File: src/fdc_cmd_map.vh
`ifndef FDC_CMD_MAP_VH
`define FDC_CMD_MAP_VH
// command opcodes, upper nibble
`define OP_FORCE_INT      4'hD
// type I opcodes have bit 7 clear
`define OP_TYPE1_BIT      7
// read address and read track opcodes
`define OP_READ_ADDR      4'hC
`define OP_READ_TRACK     4'hE
// condition select positions
`define CS_NR_TO_R        0
`define CS_R_TO_NR        1
`define CS_INDEX          2
`define CS_IMMEDIATE      3
// status bit positions
`define ST_BUSY           0
`define ST_NOT_READY      7
// id field length in bytes
`define ID_FIELD_LEN      3'h6
// reset values
`define STATUS_RESET      8'h00
`endif

File: src/id_field_mem.v
`timescale 1ns/100ps
// eight-entry store for the six-byte id field, registered read data
module id_field_mem
(
    // clock
    input  wire       clk,
    input  wire       ce,
    // write side
    input  wire       wr_en,
    input  wire [2:0] wr_addr,
    input  wire [7:0] wr_data,
    // read side
    input  wire [2:0] rd_addr,
    output reg  [7:0] rd_data
);
    reg [7:0] mem [0:7];

    // write and registered read
    always @(posedge clk)
    begin
        if (ce)
        begin
            if (wr_en)
                mem[wr_addr] <= wr_data;
            rd_data <= mem[rd_addr];
        end
    end
endmodule

File: src/floppy_cmd_interrupt_control.v
`timescale 1ns/100ps
`include "fdc_cmd_map.vh"
module floppy_cmd_interrupt_control
(
    // clock and reset
    input  wire       clk,
    input  wire       rst_n,
    input  wire       ce,
    // host command and status
    input  wire       cmd_wr,
    input  wire [7:0] cmd_data,
    input  wire       status_rd,
    output reg  [7:0] status_out,
    // execution engine
    input  wire       exec_done,
    input  wire       exec_error,
    output reg        exec_start,
    output reg        exec_abort,
    output reg  [7:0] exec_cmd,
    // drive side
    input  wire       drive_ready,
    input  wire       index_pulse,
    input  wire       read_gate_req,
    output reg        read_gate_out,
    // disk byte stream
    input  wire       disk_byte_valid,
    input  wire [7:0] disk_byte,
    input  wire       index_mark_seen,
    // data register to host
    output reg        data_valid,
    output reg  [7:0] data_reg,
    output reg        data_sync_ok,
    // interrupt
    output reg        interrupt_request_out
);
    localparam ST_IDLE  = 2'h0;
    localparam ST_RUN   = 2'h1;
    localparam ST_TRACK = 2'h2;
    localparam ST_ADDR  = 2'h3;

    reg  [1:0] state_r;
    reg  [1:0] state_nxt;
    reg        busy_r;
    reg        not_ready_r;
    reg        error_r;
    reg  [3:0] cond_r;
    reg        immediate_r;
    reg        ready_q_r;
    reg        synced_r;
    reg  [2:0] id_cnt_r;
    reg  [2:0] out_cnt_r;
    reg        out_pend_r;
    wire [7:0] id_rd_data;

    wire       is_force  = cmd_data[7:4] == `OP_FORCE_INT;
    wire       is_type1  = ~cmd_data[`OP_TYPE1_BIT];
    wire       force_wr  = cmd_wr && is_force;
    wire       norm_wr   = cmd_wr && !is_force;
    wire       rise_rdy  = drive_ready && !ready_q_r;
    wire       fall_rdy  = !drive_ready && ready_q_r;
    // conditions are ORed into one event
    wire       cond_hit  = (cond_r[`CS_NR_TO_R] && rise_rdy) ||
                           (cond_r[`CS_R_TO_NR] && fall_rdy) ||
                           (cond_r[`CS_INDEX] && index_pulse);
    wire       cmd_end   = busy_r && (exec_done ||
                           (state_r == ST_ADDR && out_pend_r && out_cnt_r == `ID_FIELD_LEN));
    // immediate interrupt survives everything but a zero-condition force
    wire       imm_keep  = cmd_data[`CS_IMMEDIATE] ||
                           (immediate_r && cmd_data[3:0] != 4'h0);
    // registered read: address runs one entry ahead of the output count
    wire [2:0] rd_ptr    = out_pend_r ? out_cnt_r + 3'h1 : out_cnt_r;

    // id field capture, six bytes in order
    id_field_mem u_id_mem
    (
        .clk     (clk),
        .ce      (ce),
        .wr_en   (state_r == ST_ADDR && disk_byte_valid && id_cnt_r < `ID_FIELD_LEN),
        .wr_addr (id_cnt_r),
        .wr_data (disk_byte),
        .rd_addr (rd_ptr),
        .rd_data (id_rd_data)
    );

    // next state for command sequencing
    always @*
    begin
        state_nxt = state_r;
        case (state_r)
            ST_IDLE:
            begin
                if (norm_wr && (is_type1 || drive_ready))
                begin
                    if (cmd_data[7:4] == `OP_READ_TRACK)
                        state_nxt = ST_TRACK;
                    else if (cmd_data[7:4] == `OP_READ_ADDR)
                        state_nxt = ST_ADDR;
                    else
                        state_nxt = ST_RUN;
                end
            end
            default:
            begin
                if (force_wr || cmd_end)
                    state_nxt = ST_IDLE;
            end
        endcase
    end

    // command state, busy, status and interrupt
    always @(posedge clk)
    begin
        if (!rst_n)
        begin
            state_r               <= ST_IDLE;
            busy_r                <= 1'b0;
            not_ready_r           <= 1'b0;
            error_r               <= 1'b0;
            cond_r                <= 4'h0;
            immediate_r           <= 1'b0;
            ready_q_r             <= drive_ready; // no false edge after reset
            interrupt_request_out <= 1'b0;
            exec_start            <= 1'b0;
            exec_abort            <= 1'b0;
            exec_cmd              <= 8'h00;
            status_out            <= `STATUS_RESET;
        end
        else if (ce)
        begin
            state_r    <= state_nxt;
            ready_q_r  <= drive_ready;
            exec_start <= 1'b0;
            exec_abort <= 1'b0;
            if (force_wr)
            begin
                busy_r      <= 1'b0;
                exec_abort  <= busy_r;
                cond_r      <= cmd_data[3:0];
                immediate_r <= imm_keep;
                interrupt_request_out <= imm_keep;
            end
            else if (norm_wr)
            begin
                cond_r      <= 4'h0;
                exec_cmd    <= cmd_data;
                if (is_type1 || drive_ready)
                begin
                    busy_r      <= 1'b1;
                    not_ready_r <= 1'b0;
                    error_r     <= 1'b0;
                    exec_start  <= 1'b1;
                    interrupt_request_out <= immediate_r;
                end
                else
                begin
                    not_ready_r <= 1'b1;
                    interrupt_request_out <= 1'b1;
                end
            end
            else if (cmd_end)
            begin
                busy_r      <= 1'b0;
                error_r     <= exec_error;
                interrupt_request_out <= 1'b1;
            end
            else if (cond_hit)
                interrupt_request_out <= 1'b1;
            else if (status_rd && !immediate_r)
                interrupt_request_out <= 1'b0;
            status_out <= {not_ready_r | !drive_ready, 5'h00, error_r, busy_r};
        end
    end

    // read track stream and read address output
    always @(posedge clk)
    begin
        if (!rst_n)
        begin
            synced_r      <= 1'b0;
            id_cnt_r      <= 3'h0;
            out_cnt_r     <= 3'h0;
            out_pend_r    <= 1'b0;
            data_valid    <= 1'b0;
            data_reg      <= 8'h00;
            data_sync_ok  <= 1'b0;
            read_gate_out <= 1'b0;
        end
        else if (ce)
        begin
            data_valid    <= 1'b0;
            // read gate never actuated during read track
            read_gate_out <= read_gate_req && busy_r && state_r != ST_TRACK;
            if (state_r == ST_IDLE)
            begin
                synced_r   <= 1'b0;
                id_cnt_r   <= 3'h0;
                out_cnt_r  <= 3'h0;
                out_pend_r <= 1'b0;
            end
            else if (state_r == ST_TRACK && disk_byte_valid)
            begin
                // every byte passes, validity from the byte with the index mark on
                data_valid   <= 1'b1;
                data_reg     <= disk_byte;
                data_sync_ok <= synced_r || index_mark_seen;
                if (index_mark_seen)
                    synced_r <= 1'b1;
            end
            else if (state_r == ST_ADDR)
            begin
                if (disk_byte_valid && id_cnt_r < `ID_FIELD_LEN)
                    id_cnt_r <= id_cnt_r + 3'h1;
                // replay stored bytes once all six captured
                if (id_cnt_r == `ID_FIELD_LEN && out_cnt_r < `ID_FIELD_LEN)
                begin
                    if (out_pend_r)
                    begin
                        data_valid   <= 1'b1;
                        data_reg     <= id_rd_data;
                        data_sync_ok <= 1'b1;
                    end
                    out_pend_r <= 1'b1;
                    out_cnt_r  <= rd_ptr;
                end
            end
        end
    end
endmodule

File: config.mk
export PLATFORM = sky130hd
export DESIGN_NAME = floppy_cmd_interrupt_control
export DESIGN_NICKNAME = d
export VERILOG_FILES = /design/src/id_field_mem.v /design/src/floppy_cmd_interrupt_control.v
export VERILOG_INCLUDE_DIRS = /design/src /design/src/src
export SDC_FILE = /design/constraint.sdc
export NUM_CORES = 1
export LEC_CHECK = 0
export ABC_CLOCK_PERIOD_IN_PS = 2490
export CAP_MARGIN = 0
export CORE_ASPECT_RATIO = 2
export CORE_MARGIN = 2
export CORE_UTILIZATION = 35
export CTS_BUF_LIST = sky130_fd_sc_hd__clkbuf_4 sky130_fd_sc_hd__clkbuf_8 sky130_fd_sc_hd__clkbuf_16
export DETAILED_ROUTE_END_ITERATION = 10
export DONT_BUFFER_PORTS = 1
export MAX_ROUTING_LAYER = met4
export SYNTH_ARGS = -nofsm -noshare
export SYNTH_HDL_FRONTEND = slang
export SYNTH_HIERARCHICAL = 1
export SYNTH_SLANG_ARGS = --single-unit
File: constraint.sdc
create_clock -name clk -period 2.49 [get_ports clk]
set_clock_uncertainty 0.15 [all_clocks]
set_input_delay 0.249 -clock clk [delete_from_list [all_inputs] [get_ports clk]]
set_output_delay 0.249 -clock clk [all_outputs]
set_load 0.01 [all_outputs]
; ---- Yosys cells after proc, flatten, opt, wreduce, memory -nomap -nowiden
; Memory sizes are Yosys's and may differ from the RTL's. A register that Yosys moved wholly into a read port is not among the register bits.
; Cells that the tools add are included.
[totals]
register_bits = 43
latch_bits = 0
ram_bits = 64
mem_bits_ro = 0
input_bits = 28
out_inout_bits = 30
word_cells = 158
n_memories = 1
[classes]
n_addsub = 2
multipliers = 0
div_mod_pow = 0
n_lt_le_gt_ge = 2
n_eq_ne = 13
shifts = 0
n_mux = 59
bitwise = 4
reduce_logical = 57
[mem_list]
columns = name, depth, width, read_ports, rd_ports_with_merged_regs, wr, line_no
row1 = u_id_mem.mem, 8, 8, 1, 1, 1, id_field_mem.v:16  ; reg [7:0] mem [0:7];
[op_table]
columns = cell, count
row1 = 1-bit 2-to-1 mux, 39
row2 = 3-bit 2-to-1 mux, 11
row3 = 8-bit 2-to-1 mux, 4
row4 = 2-bit nonzero test, 11
row5 = 1-bit logical AND, 20
row6 = 4-bit == test (second input constant), 3
row7 = 3-bit AND reduction, 4
row8 = 4-bit AND reduction, 3
row9 = 2-bit 2-to-1 mux, 5
row10 = 1-bit logical OR, 7
row11 = 3-bit by 1-bit adder with 3-bit output (second input constant), 2
row12 = 3-bit == test (second input constant), 2
row13 = 3-bit less-than comparator (second input constant), 2
row14 = 2-bit != test (second input constant), 3
row15 = 2-bit AND reduction, 3
row16 = 5-bit AND reduction, 1
row17 = 5-bit nonzero test, 1
row18 = 2-bit == test (second input constant), 2
row19 = 1-bit zero test, 4
row20 = 2-bit by 1-bit != test with 1-bit output (second input constant), 2
row21 = 4-bit nonzero test, 1
row22 = 3-bit by 2-bit != test with 1-bit output (second input constant), 1
row23 = 1-bit NOT, 3
row24 = 3-bit nonzero test, 1
row25 = other kinds (2), 2

; ---- Depth between registers and ports, before layout
; Gate-level depths: netlist of the first run.
[logic_depth]
ltp_word = 9
mapped_depth = 8
ltp_nobuf = 6

; ---- By module
; The synthesis of the first run kept the hierarchy.
[by_module_without_submodules]
columns = mod, instances, cells_per_inst, area_per_inst_um2, seq_area_each_um2
row1 = id_field_mem, 1, 114, 2773.9, 2162.1
row2 = floppy_cmd_interrupt_control, 1, 257, 2188.3, 870.8

; ---- Worst setup path after synthesis of the first run
; No wires, ideal clock.
[synth_timing]
path_type = reg2reg
start = register out_cnt_r[1]
end = register u_id_mem.rd_data[0] (read register of u_id_mem.mem) (data pin)
setup_time_ns = 0.260
arrival_time_ns = 1.731
path_slack_ns = 0.349
path_stages_with_launch = 8
path_buffers = 2
period_less_slack_ns = 2.141
path_cell_list = dfxtp_1 > ha_1 > nand2_1 > xnor2_1 > clkbuf_1 > buf_2 > mux4_2 > mux2_2
[synth_via]
elab_chain_len = 2
[synth_lines]
columns = item, line_no
row1 = "start, declared", floppy_cmd_interrupt_control.v:51  ; reg [2:0] out_cnt_r;
row2 = "start signal, assigned", floppy_cmd_interrupt_control.v:223  ; out_cnt_r <= rd_ptr;
row3 = 3-bit by 1-bit adder with 3-bit output, floppy_cmd_interrupt_control.v:71  ; wire [2:0] rd_ptr = out_pend_r ? out_cnt_r + 3'h1 : out_cnt_r;
row4 = 3-bit 2-to-1 mux, floppy_cmd_interrupt_control.v:71
row5 = named net rd_ptr[2], floppy_cmd_interrupt_control.v:71
row6 = "end, declared", id_field_mem.v:14  ; output reg [7:0] rd_data
; The timed path passes the listed nets, and every way through them passes these cells.
; A chain may end at the register's enable or synchronous reset.

; ---- Worst setup path after layout of the first run
[layout_timing]
start = register out_pend_r
end = register u_id_mem.rd_data[1] (read register of u_id_mem.mem) (data pin)
[layout_via]
elab_chain_len = 1
[layout_lines]
columns = item, line_no
row1 = "start, declared", floppy_cmd_interrupt_control.v:52  ; reg out_pend_r;
row2 = "start signal, assigned", floppy_cmd_interrupt_control.v:182  ; out_pend_r <= 1'b0;
row3 = "start signal, assigned", floppy_cmd_interrupt_control.v:198  ; out_pend_r <= 1'b0;
row4 = "start signal, assigned", floppy_cmd_interrupt_control.v:222  ; out_pend_r <= 1'b1;
row5 = 3-bit 2-to-1 mux, floppy_cmd_interrupt_control.v:71
row6 = named net rd_ptr[0], floppy_cmd_interrupt_control.v:71
; The timed path passes the listed nets, and every way through them passes these cells.

==> impl_results.md, run 1 <==
- Result of the run: complete, no violations
- Sink Count: 115
- Number of flip-flops in the largest register: 64
- Effective utilization at floorplan: 0.3572
- Delay of the slowest cell on the worst path: 0.60 ns
- Core area: 13890 µm²
- Areal power density over the cells: 771.3 nW/µm²
- FP Rows: 61
- Launch point of the worst path: out_pend_r
- Fin Setup TNS: 0 ns
- Area of the die: 15200 µm²
- Via count of the routed design: 3240
- Cell Count, Final, Fillers Out: 614
- Fraction of the cycle the final worst path needs: 0.9118
- Static leakage: 2.040 nW
- Hold violation total from the final report: 0
- Count of pins over their slew limit: 0
- CTS buffer count: 17
- Count of boundary I/O pins: 58
- Iter 0 DRT Violations: 124
- Kind of launch point of the worst setup path: flop
- Setup Crit Path Kind: reg2reg
- Number of unique standard cell types used by synthesis: 60
- Class of the worst hold path: in2reg
- Global-route wire length before repair: 18.06 mm
- Final total power: 4.670 mW
- Beginning of the worst hold path: cmd_wr
- Share of cells above drive strength 1: 0.1624
- Achievable clock frequency: 440.5 MHz
- H-tree depth: 4
- Inst Count DP: 555
- Mapped cell area: 4962 µm²
- Min Clock Period, post-route: 2.270 ns
- Ordered list of cells on the worst path: xor2_1 -> buf_12 -> mux4_1 -> mux2_2
- Remaining number of nets flagged by the antenna check after routing: 0
- Worst-path clk slew: 0.06 ns
- Routed wirelength normalized by instance count: 19.56 µm
- Number of detailed-route iterations in the first pass: 6
- Primary FF master, synth: sky130_fd_sc_hd__edfxtp_1
- Via count of the first global-routing pass: 3359
- R2r startpoint: out_pend_r
- Largest register by flop count: u_id_mem/mem
- Number of vias per cell after detailed routing: 5.277
- CTS tree: built
- Post-synthesis instance total: 371
- Aggregate global-route resource usage: 0.1696
- Worst path slowest cell: sky130_fd_sc_hd__mux4_1
- Half-perimeter wire length after placement: 8.326 mm
- Count of state elements after synthesis: 115
- Insertion delay to the later sink of the worst-skew pair: 0.41 ns
- Post-layout net count: 447
- Required time of the critical path: 2.51 ns
- Fraction of the yosys area taken by sequential cells: 0.6112
- Final weighted congestion of routability-driven global placement: 0.7905
- Pin count of the biggest net entering global routing: 21
- Number of endpoints failing setup at the final stage: 0
- Avg Synthesized Cell Area: 13.38 µm²
- Utilization after layout: 0.4359
- Number of enable-type register cells in the synthesized netlist: 73
- Actual slew at the worst max-slew pin: 0.9287 ns
- Total grt overflow: 0
- Diode count: 0
- Max-Cap Viols: 0
- Worst hold slack: 0.03013 ns
- Crit end category: flop
- Slew Limit Headroom: 0.3809
- Vertical die dimension: 172.4 µm
- Worst Path Arrival: 2.29 ns
- Total wire length after detailed routing: 12.01 mm
- Post-synth ARST share: 0
- Number of buffers added for setup after CTS: 0
- Clock Path Buffers: 2
- Antenna violations before repair: 0
- DRC viols: 0
- Unrepaired setup endpoints after global routing: no
- Yosys warning total: 6
- Highest fanout seen on the critical path: 16
- Number of port buffers: 0
- Leading cell type in the layout, fill and taps excluded: sky130_fd_sc_hd__edfxtp_1
- Commonest cells after routing, fill and taps aside: sky130_fd_sc_hd__edfxtp_1, sky130_fd_sc_hd__nand2_1, sky130_fd_sc_hd__dfxtp_1, sky130_fd_sc_hd__a21oi_1, sky130_fd_sc_hd__dlygate4sd3_1
- Synthesis-to-layout area growth: 22.01%
- Clock Tree Root: sky130_fd_sc_hd__clkbuf_16
- Horiz. Die Dim: 88.20 µm
- Worst IR drop on VDD: 373.9 µV
-- worst paths after layout --
| check | to | slack (ns) | depth (start not counted) |
|---|---|---|---|
| setup reg to reg | u_id_mem/rd_data[1] | 0.22 | 4 |
| hold / removal | interrupt_request_out | 0.03 | 2 |
| setup / recovery | u_id_mem/rd_data[1] | 0.22 | 4 |
| hold reg to reg | cond_r[2] | 0.30 | 2 |
-- cell type report --
type / count / area [µm²]
Clock buffer: 17 / 425.4
Clock inverter: 15 / 170.2
Fill cell: 1281 / 7836
Inverter: 13 / 48.80
Multi-Input combinational cell: 222 / 1735
Sequential cell: 115 / 3033
Tap cell: 189 / 236.5
Timing Repair Buffer: 43 / 405.4
-- critical path, delay by kind of cell, from the launching register on --
family	cells	cell delay, ns
flip-flops	1	0.48
XOR/XNOR	1	0.30
multiplexers	2	0.88
buffers and inverters	1	0.21
-- synth_stat cells, types with 2 or more instances --
library cell               number  share of area
sky130_fd_sc_hd__a21oi_1       28          0.028
sky130_fd_sc_hd__a311oi_2       8          0.024
sky130_fd_sc_hd__a31oi_1        3         0.0038
sky130_fd_sc_hd__a41oi_1        2         0.0035
sky130_fd_sc_hd__and2_1         4         0.0050
sky130_fd_sc_hd__buf_1          2         0.0015
sky130_fd_sc_hd__buf_2          4         0.0040
sky130_fd_sc_hd__buf_4          6         0.0091
sky130_fd_sc_hd__buf_6          3         0.0068
sky130_fd_sc_hd__clkbuf_1       9         0.0068
sky130_fd_sc_hd__dfxtp_1       42           0.17
sky130_fd_sc_hd__edfxtp_1      73           0.44
sky130_fd_sc_hd__ha_1           7          0.018
sky130_fd_sc_hd__inv_1         11         0.0083
sky130_fd_sc_hd__mux2_2         8          0.018
sky130_fd_sc_hd__mux4_1        15          0.079
sky130_fd_sc_hd__nand2_1       50          0.038
sky130_fd_sc_hd__nand2b_1       7         0.0088
sky130_fd_sc_hd__nand3_1       11          0.011
sky130_fd_sc_hd__nand3b_1       4         0.0061
sky130_fd_sc_hd__nand4_1        2         0.0025
sky130_fd_sc_hd__nor2_1        14          0.011
sky130_fd_sc_hd__nor2b_1        3         0.0038
sky130_fd_sc_hd__nor3_1         4         0.0040
sky130_fd_sc_hd__o21a_1         2         0.0030
sky130_fd_sc_hd__o21ai_0        9         0.0091
sky130_fd_sc_hd__o221a_1        3         0.0068
sky130_fd_sc_hd__o32ai_1        2         0.0035
sky130_fd_sc_hd__o41ai_1        2         0.0035
sky130_fd_sc_hd__or3_1          3         0.0038
-- where the power goes --
group          internal (mW)  switching, mW  total (mW)
combinational         0.0657          0.111       0.177
clock                   1.50          0.927        2.42
sequential              2.05         0.0222        2.07
total                   3.61           1.06        4.67
-- per-stage QoR --
step / worst slack (ns) / area, µm²
after floorplan: 0.3488 / 4977
after global placement: 0.2636 / 5186
after detailed placement: 0.2226 / 5186
after CTS: 0.01796 / 6052
after global routing: 0.1534 / 6055
final: 0.2197 / 6055
-- per-layer routing --
layer	GRT usage	routed length, µm	share of wire	vias up
li1	-	-	-	1494
met1	0.1485	4051	0.34	1586
met2	0.3011	6666	0.55	111
met3	0.05632	691	0.058	49
met4	0.1061	603	0.050	0
met5	-	0	0	-
-- cell families (layout without fill, tap and decap cells) --
group                    after synthesis  after routing  share of synthesized area
AND/OR/NAND/NOR                      109            109                     0.1077
flip-flops                           115            115                     0.6112
buffers and inverters                 38             88                    0.04211
multiplexers                          25             25                     0.1041
XOR/XNOR                               2              2                   0.003531
other                                  1              5                  0.0007557
adder cells (fa/ha/maj)                7              7                    0.01765
AO/OA/AOI/OAI                         74             74                     0.1130
-- repair_timing --
item / in CTS / in global routing
hold endpoints to repair: 111 / 0
setup endpoints to repair: 0 / 8
hold buffers: 27 / 0
gates resized for setup: 0 / 1
(Power assumes the default switching activity.)
==> run 2, diff against run 1 <==
--- a/config.mk
+++ b/config.mk
@@ -6,7 +6,7 @@
 export SDC_FILE = /design/constraint.sdc
 export NUM_CORES = 1
 export LEC_CHECK = 0
-export ABC_CLOCK_PERIOD_IN_PS = 2490
+export ABC_CLOCK_PERIOD_IN_PS = 2600
 export CAP_MARGIN = 0
 export CORE_ASPECT_RATIO = 2
 export CORE_MARGIN = 2
@@ -17,5 +17,4 @@
 export MAX_ROUTING_LAYER = met4
 export SYNTH_ARGS = -nofsm -noshare
 export SYNTH_HDL_FRONTEND = slang
-export SYNTH_HIERARCHICAL = 1
 export SYNTH_SLANG_ARGS = --single-unit
==> constraint.sdc (replaced) <==
create_clock -name clk -period 2.6 [get_ports clk]
set_clock_uncertainty 0.15 [all_clocks]
set_input_delay 0.26 -clock clk [delete_from_list [all_inputs] [get_ports clk]]
set_output_delay 0.26 -clock clk [all_outputs]
set_load 0.01 [all_outputs]
==> run 2 against run 1 <==
  * Non-clock buffer count down 7
  * Via count is 2.8% lower
  * Die area fell by 3.0%
  * Maximum frequency is 3.6% lower
  * Global-route usage is 1.2 points lower
  * Design area decreased by 2.2%
  * Sequential share of layout area grew 1.1 points
  * Critical path depth is 1 lower
  * Final cell count fell by 6.4%
  * Clock-buffer cell count did not move
  * Setup slack improved by 0.024 ns
  * Utilization rose by 0.49 points
==> impl_results.md, run 2 <==
- Final Cell Area: 5923 µm² (was 6055 µm²)
- Setup slack of the most critical reg-to-reg path: 0.24 ns (was 0.22 ns)
- Post-synth ARST share: 0 (unchanged)
- Worst-path clk slew: 0.06 ns (about the same)
- Routed metal-1 wire length: 3.875 mm (was 4.051 mm)
- Avg Synthesized Cell Area: 13.54 µm² (was 13.38 µm²)
- Crit end category: flop (unchanged)
- Number of enable-type register cells in the synthesized netlist: 73 (unchanged)
- CTS buffer count: 17 (unchanged)
- Area leader, netlist: sky130_fd_sc_hd__edfxtp_1 (unchanged)
- Class of the worst hold path: in2reg (unchanged)
- Largest register by flop count: u_id_mem.mem (was u_id_mem/mem)
- Number of port buffers: 0 (unchanged)
- Utilization after layout: 0.4408 (was 0.4359)
- Routed wirelength normalized by instance count: 19.18 µm (was 19.56 µm)
- Unrepaired setup endpoints after global routing: no (unchanged)
- Worst Hold Endpoint: exec_start (was interrupt_request_out)
- Wire length on met2: 6.382 mm (was 6.666 mm)
- Insertion delay to the later sink of the worst-skew pair: 0.40 ns (was 0.41 ns)
- Primary FF master, synth: sky130_fd_sc_hd__edfxtp_1 (unchanged)
- Actual slew at the worst max-slew pin: 1.025 ns (was 0.9287 ns)
- Vertical die dimension: 169.8 µm (was 172.4 µm)
- Reg2reg path depth: 3 (was 4)
- Areal power density over the cells: 786.9 nW/µm² (was 771.3 nW/µm²)
- Worst path slowest cell: sky130_fd_sc_hd__mux4_1 (unchanged)
- Area of the die: 14750 µm² (was 15200 µm²)
- Total wire length after detailed routing: 11.03 mm (was 12.01 mm)
- Global-route wire length before repair: 16.75 mm (was 18.06 mm)
- Antenna violations before repair: 0 (unchanged)
- Diode count: 0 (unchanged)
- Crit Reg-Reg Endpoint: u_id_mem.rd_data[7] (was u_id_mem/rd_data[1])
- Achievable clock frequency: 424.4 MHz (was 440.5 MHz)
- Result of the run: complete, no violations (unchanged)
- Delay of the slowest cell on the worst path: 0.66 ns (was 0.60 ns)
- Static leakage: 2.083 nW (was 2.040 nW)
- Synthesis-to-layout area growth: 23.18% (was 22.01%)
- Count of state elements after synthesis: 115 (unchanged)
- Number of endpoints failing setup at the final stage: 0 (unchanged)
- Iter 0 DRT Violations: 202 (was 124)
- Via count of the routed design: 3148 (was 3240)
- FP Rows: 60 (was 61)
- Commonest cells after routing, fill and taps aside: sky130_fd_sc_hd__edfxtp_1, sky130_fd_sc_hd__nand2_1, sky130_fd_sc_hd__dfxtp_1, sky130_fd_sc_hd__a21oi_1, sky130_fd_sc_hd__dlygate4sd3_1 (unchanged)
- Hold violation total from the final report: 0 (unchanged)
- Kind of launch point of the worst setup path: flop (unchanged)
- Setup Crit Path Kind: reg2reg (unchanged)
- Total grt overflow: 0 (unchanged)
- Top layer used by detailed routing: met4 (unchanged)
- Aggregate global-route resource usage: 0.1575 (was 0.1696)
- Post-layout net count: 442 (was 447)
- Required time of the critical path: 2.60 ns (was 2.51 ns)
- Number of detailed-route iterations in the first pass: 4 (was 6)
- Remaining number of nets flagged by the antenna check after routing: 0 (unchanged)
- Half-perimeter wire length after placement: 7.522 mm (was 8.326 mm)
- Count of pins over their slew limit: 0 (unchanged)
- DRC viols: 0 (unchanged)
- Clock Tree Root: sky130_fd_sc_hd__clkbuf_16 (unchanged)
- Most used standard cells in the synthesized netlist: sky130_fd_sc_hd__edfxtp_1, sky130_fd_sc_hd__nand2_1, sky130_fd_sc_hd__dfxtp_1 (unchanged)
- Post-synthesis instance total: 355 (was 371)
- Proportion of netlist area held by the largest area contributor: 0.4559 (was 0.4418)
- Number of cells on the worst hold path: 3 (was 2)
- Worst Path Arrival: 2.36 ns (was 2.29 ns)
- Leading cell type by number of instances after synthesis: sky130_fd_sc_hd__edfxtp_1 (unchanged)
- R2r startpoint: out_cnt_r[0] (was out_pend_r)
- Min Clock Period, post-route: 2.356 ns (was 2.270 ns)
- Mapped cell area: 4808 µm² (was 4962 µm²)
- Ordered list of cells on the worst path: xnor2_4 -> mux4_1 -> mux2_2 (was xor2_1 -> buf_12 -> mux4_1 -> mux2_2)
- Beginning of the worst hold path: cmd_data[7] (was cmd_wr)
- Via count of the first global-routing pass: 3283 (was 3359)
- Number of unique standard cell types used by synthesis: 51 (was 60)
- Fraction of the cycle the final worst path needs: 0.9062 (was 0.9118)
- Placed standard-cell area: 5040 µm² (was 5186 µm²)
- Worst hold slack: 0.01571 ns (was 0.03013 ns)
- H-tree depth: 4 (unchanged)
- Share of cells above drive strength 1: 0.1333 (was 0.1624)
- Largest cells by area after synthesis: sky130_fd_sc_hd__edfxtp_1, sky130_fd_sc_hd__dfxtp_1, sky130_fd_sc_hd__mux4_1, sky130_fd_sc_hd__nand2_1, sky130_fd_sc_hd__a21oi_1 (unchanged)
- Fraction of the yosys area taken by sequential cells: 0.6308 (was 0.6112)
- Clock Path Buffers: 2 (unchanged)
- Final total power: 4.661 mW (was 4.670 mW)
- Pin count of the biggest net entering global routing: 32 (was 21)
- Core area: 13440 µm² (was 13890 µm²)
- Number of vias per cell after detailed routing: 5.475 (was 5.277)
- Sink Count: 115 (unchanged)
- Max-Cap Viols: 0 (unchanged)
- CTS tree: built (unchanged)
- Wire length on met3: 508 µm (was 691 µm)
- Worst IR drop on VDD: 372.4 µV (was 373.9 µV)
- Count of boundary I/O pins: 58 (unchanged)
- Fill cell count: 1190 (was 1281)
- Yosys warning total: 0 (was 6)
- Slew Limit Headroom: 0.3142 (was 0.3809)
- Final weighted congestion of routability-driven global placement: 0.8050 (was 0.7905)
- Leading cell type in the layout, fill and taps excluded: sky130_fd_sc_hd__edfxtp_1 (unchanged)
- Number of flip-flops in the largest register: 64 (unchanged)
- Highest fanout seen on the critical path: 16 (unchanged)
- Effective utilization at floorplan: 0.3578 (was 0.3572)
- Horiz. Die Dim: 86.88 µm (was 88.20 µm)
## run 2: cell count changes in the layout (fill, tap and decap cells not counted), sizes merged, moves of 4 or more
cell    before  now
nand3       11    6
conb         5   21
nand2b       7    2
nand2       50   43
buf         16   12
inv         19   14
nor2        14    8
## run 2: layout make-up
class | count | area [µm²] | share of cell area
Sequential cell | 115 | 3033 | 0.5120
Multi-Input combinational cell | 224 | 1685 | 0.2845
Clock buffer | 17 | 425.4 | 0.07182
Timing Repair Buffer | 36 | 330.3 | 0.05577
Clock inverter | 15 | 206.4 | 0.03485
Tap cell | 155 | 193.9 | 0.03274
Inverter | 13 | 48.80 | 0.008238
## run 2: repair_timing
item / CTS / global route
buffers inserted: 0 / 0
endpoints found under the setup margin: 8 / 0
hold buffers: 24 / 0
endpoints found under the hold margin: 109 / 0
gates resized for setup: 1 / 0
## run 2: kinds of logic after synthesis
logic type | Yosys count | share of synthesized area
muxes | 25 | 0.1075
AOI/OAI and AO/OA | 78 | 0.1067
other | 1 | 0.0007799
adders and majority gates | 7 | 0.01821
and+or+nand+nor | 91 | 0.09420
DFF | 115 | 0.6308
buffers and inverters | 36 | 0.03669
xor gates and xnor gates | 2 | 0.005206
## run 2: worst max path at each step
stage	start	to	slack, ns	cells after the start
finish	out_cnt_r[0]	u_id_mem.rd_data[7]	0.24	3
CTS	out_cnt_r[0]	u_id_mem.rd_data[7]	0.21	3
global placement	out_cnt_r[0]	u_id_mem.rd_data[3]	0.01	3
detailed placement	out_cnt_r[0]	u_id_mem.rd_data[7]	-0.07	3
floorplan	out_cnt_r[0]	u_id_mem.rd_data[0]	0.39	6
global route	ce	synced_r	0.14	4
## run 2: where the power goes
group          internal, mW  switching, mW  total [mW]
Sequential             1.99         0.0285        2.02
Clock                  1.61          0.841        2.45
Combinational        0.0856          0.109       0.195
Total                  3.68          0.979        4.66
## run 2: stage by stage
| stage | instances | worst slack (ns) | TNS [ns] |
|---|---|---|---|
| global route | 575 | 0.1410 | 0 |
| floorplan | 375 | 0.3931 | 0 |
| CTS | 575 | 0.2127 | 0 |
| detailed placement | 519 | -0.07010 | -0.4700 |
| global placement | 519 | 0.01285 | 0 |
| finish | 575 | 0.2439 | 0 |
## run 2: layer usage
layer  up-vias  global-route usage
met2        98              0.2984
met4         0             0.06997
met5         -                   -
li1       1466                   -
met1      1563              0.1391
met3        21             0.04183
## run 2: critical path: cells and delay by family, from the launching register on
kind	cells	cell delay [ns]
XOR/XNOR	1	0.63
multiplexers	2	0.93
flip-flops	1	0.39
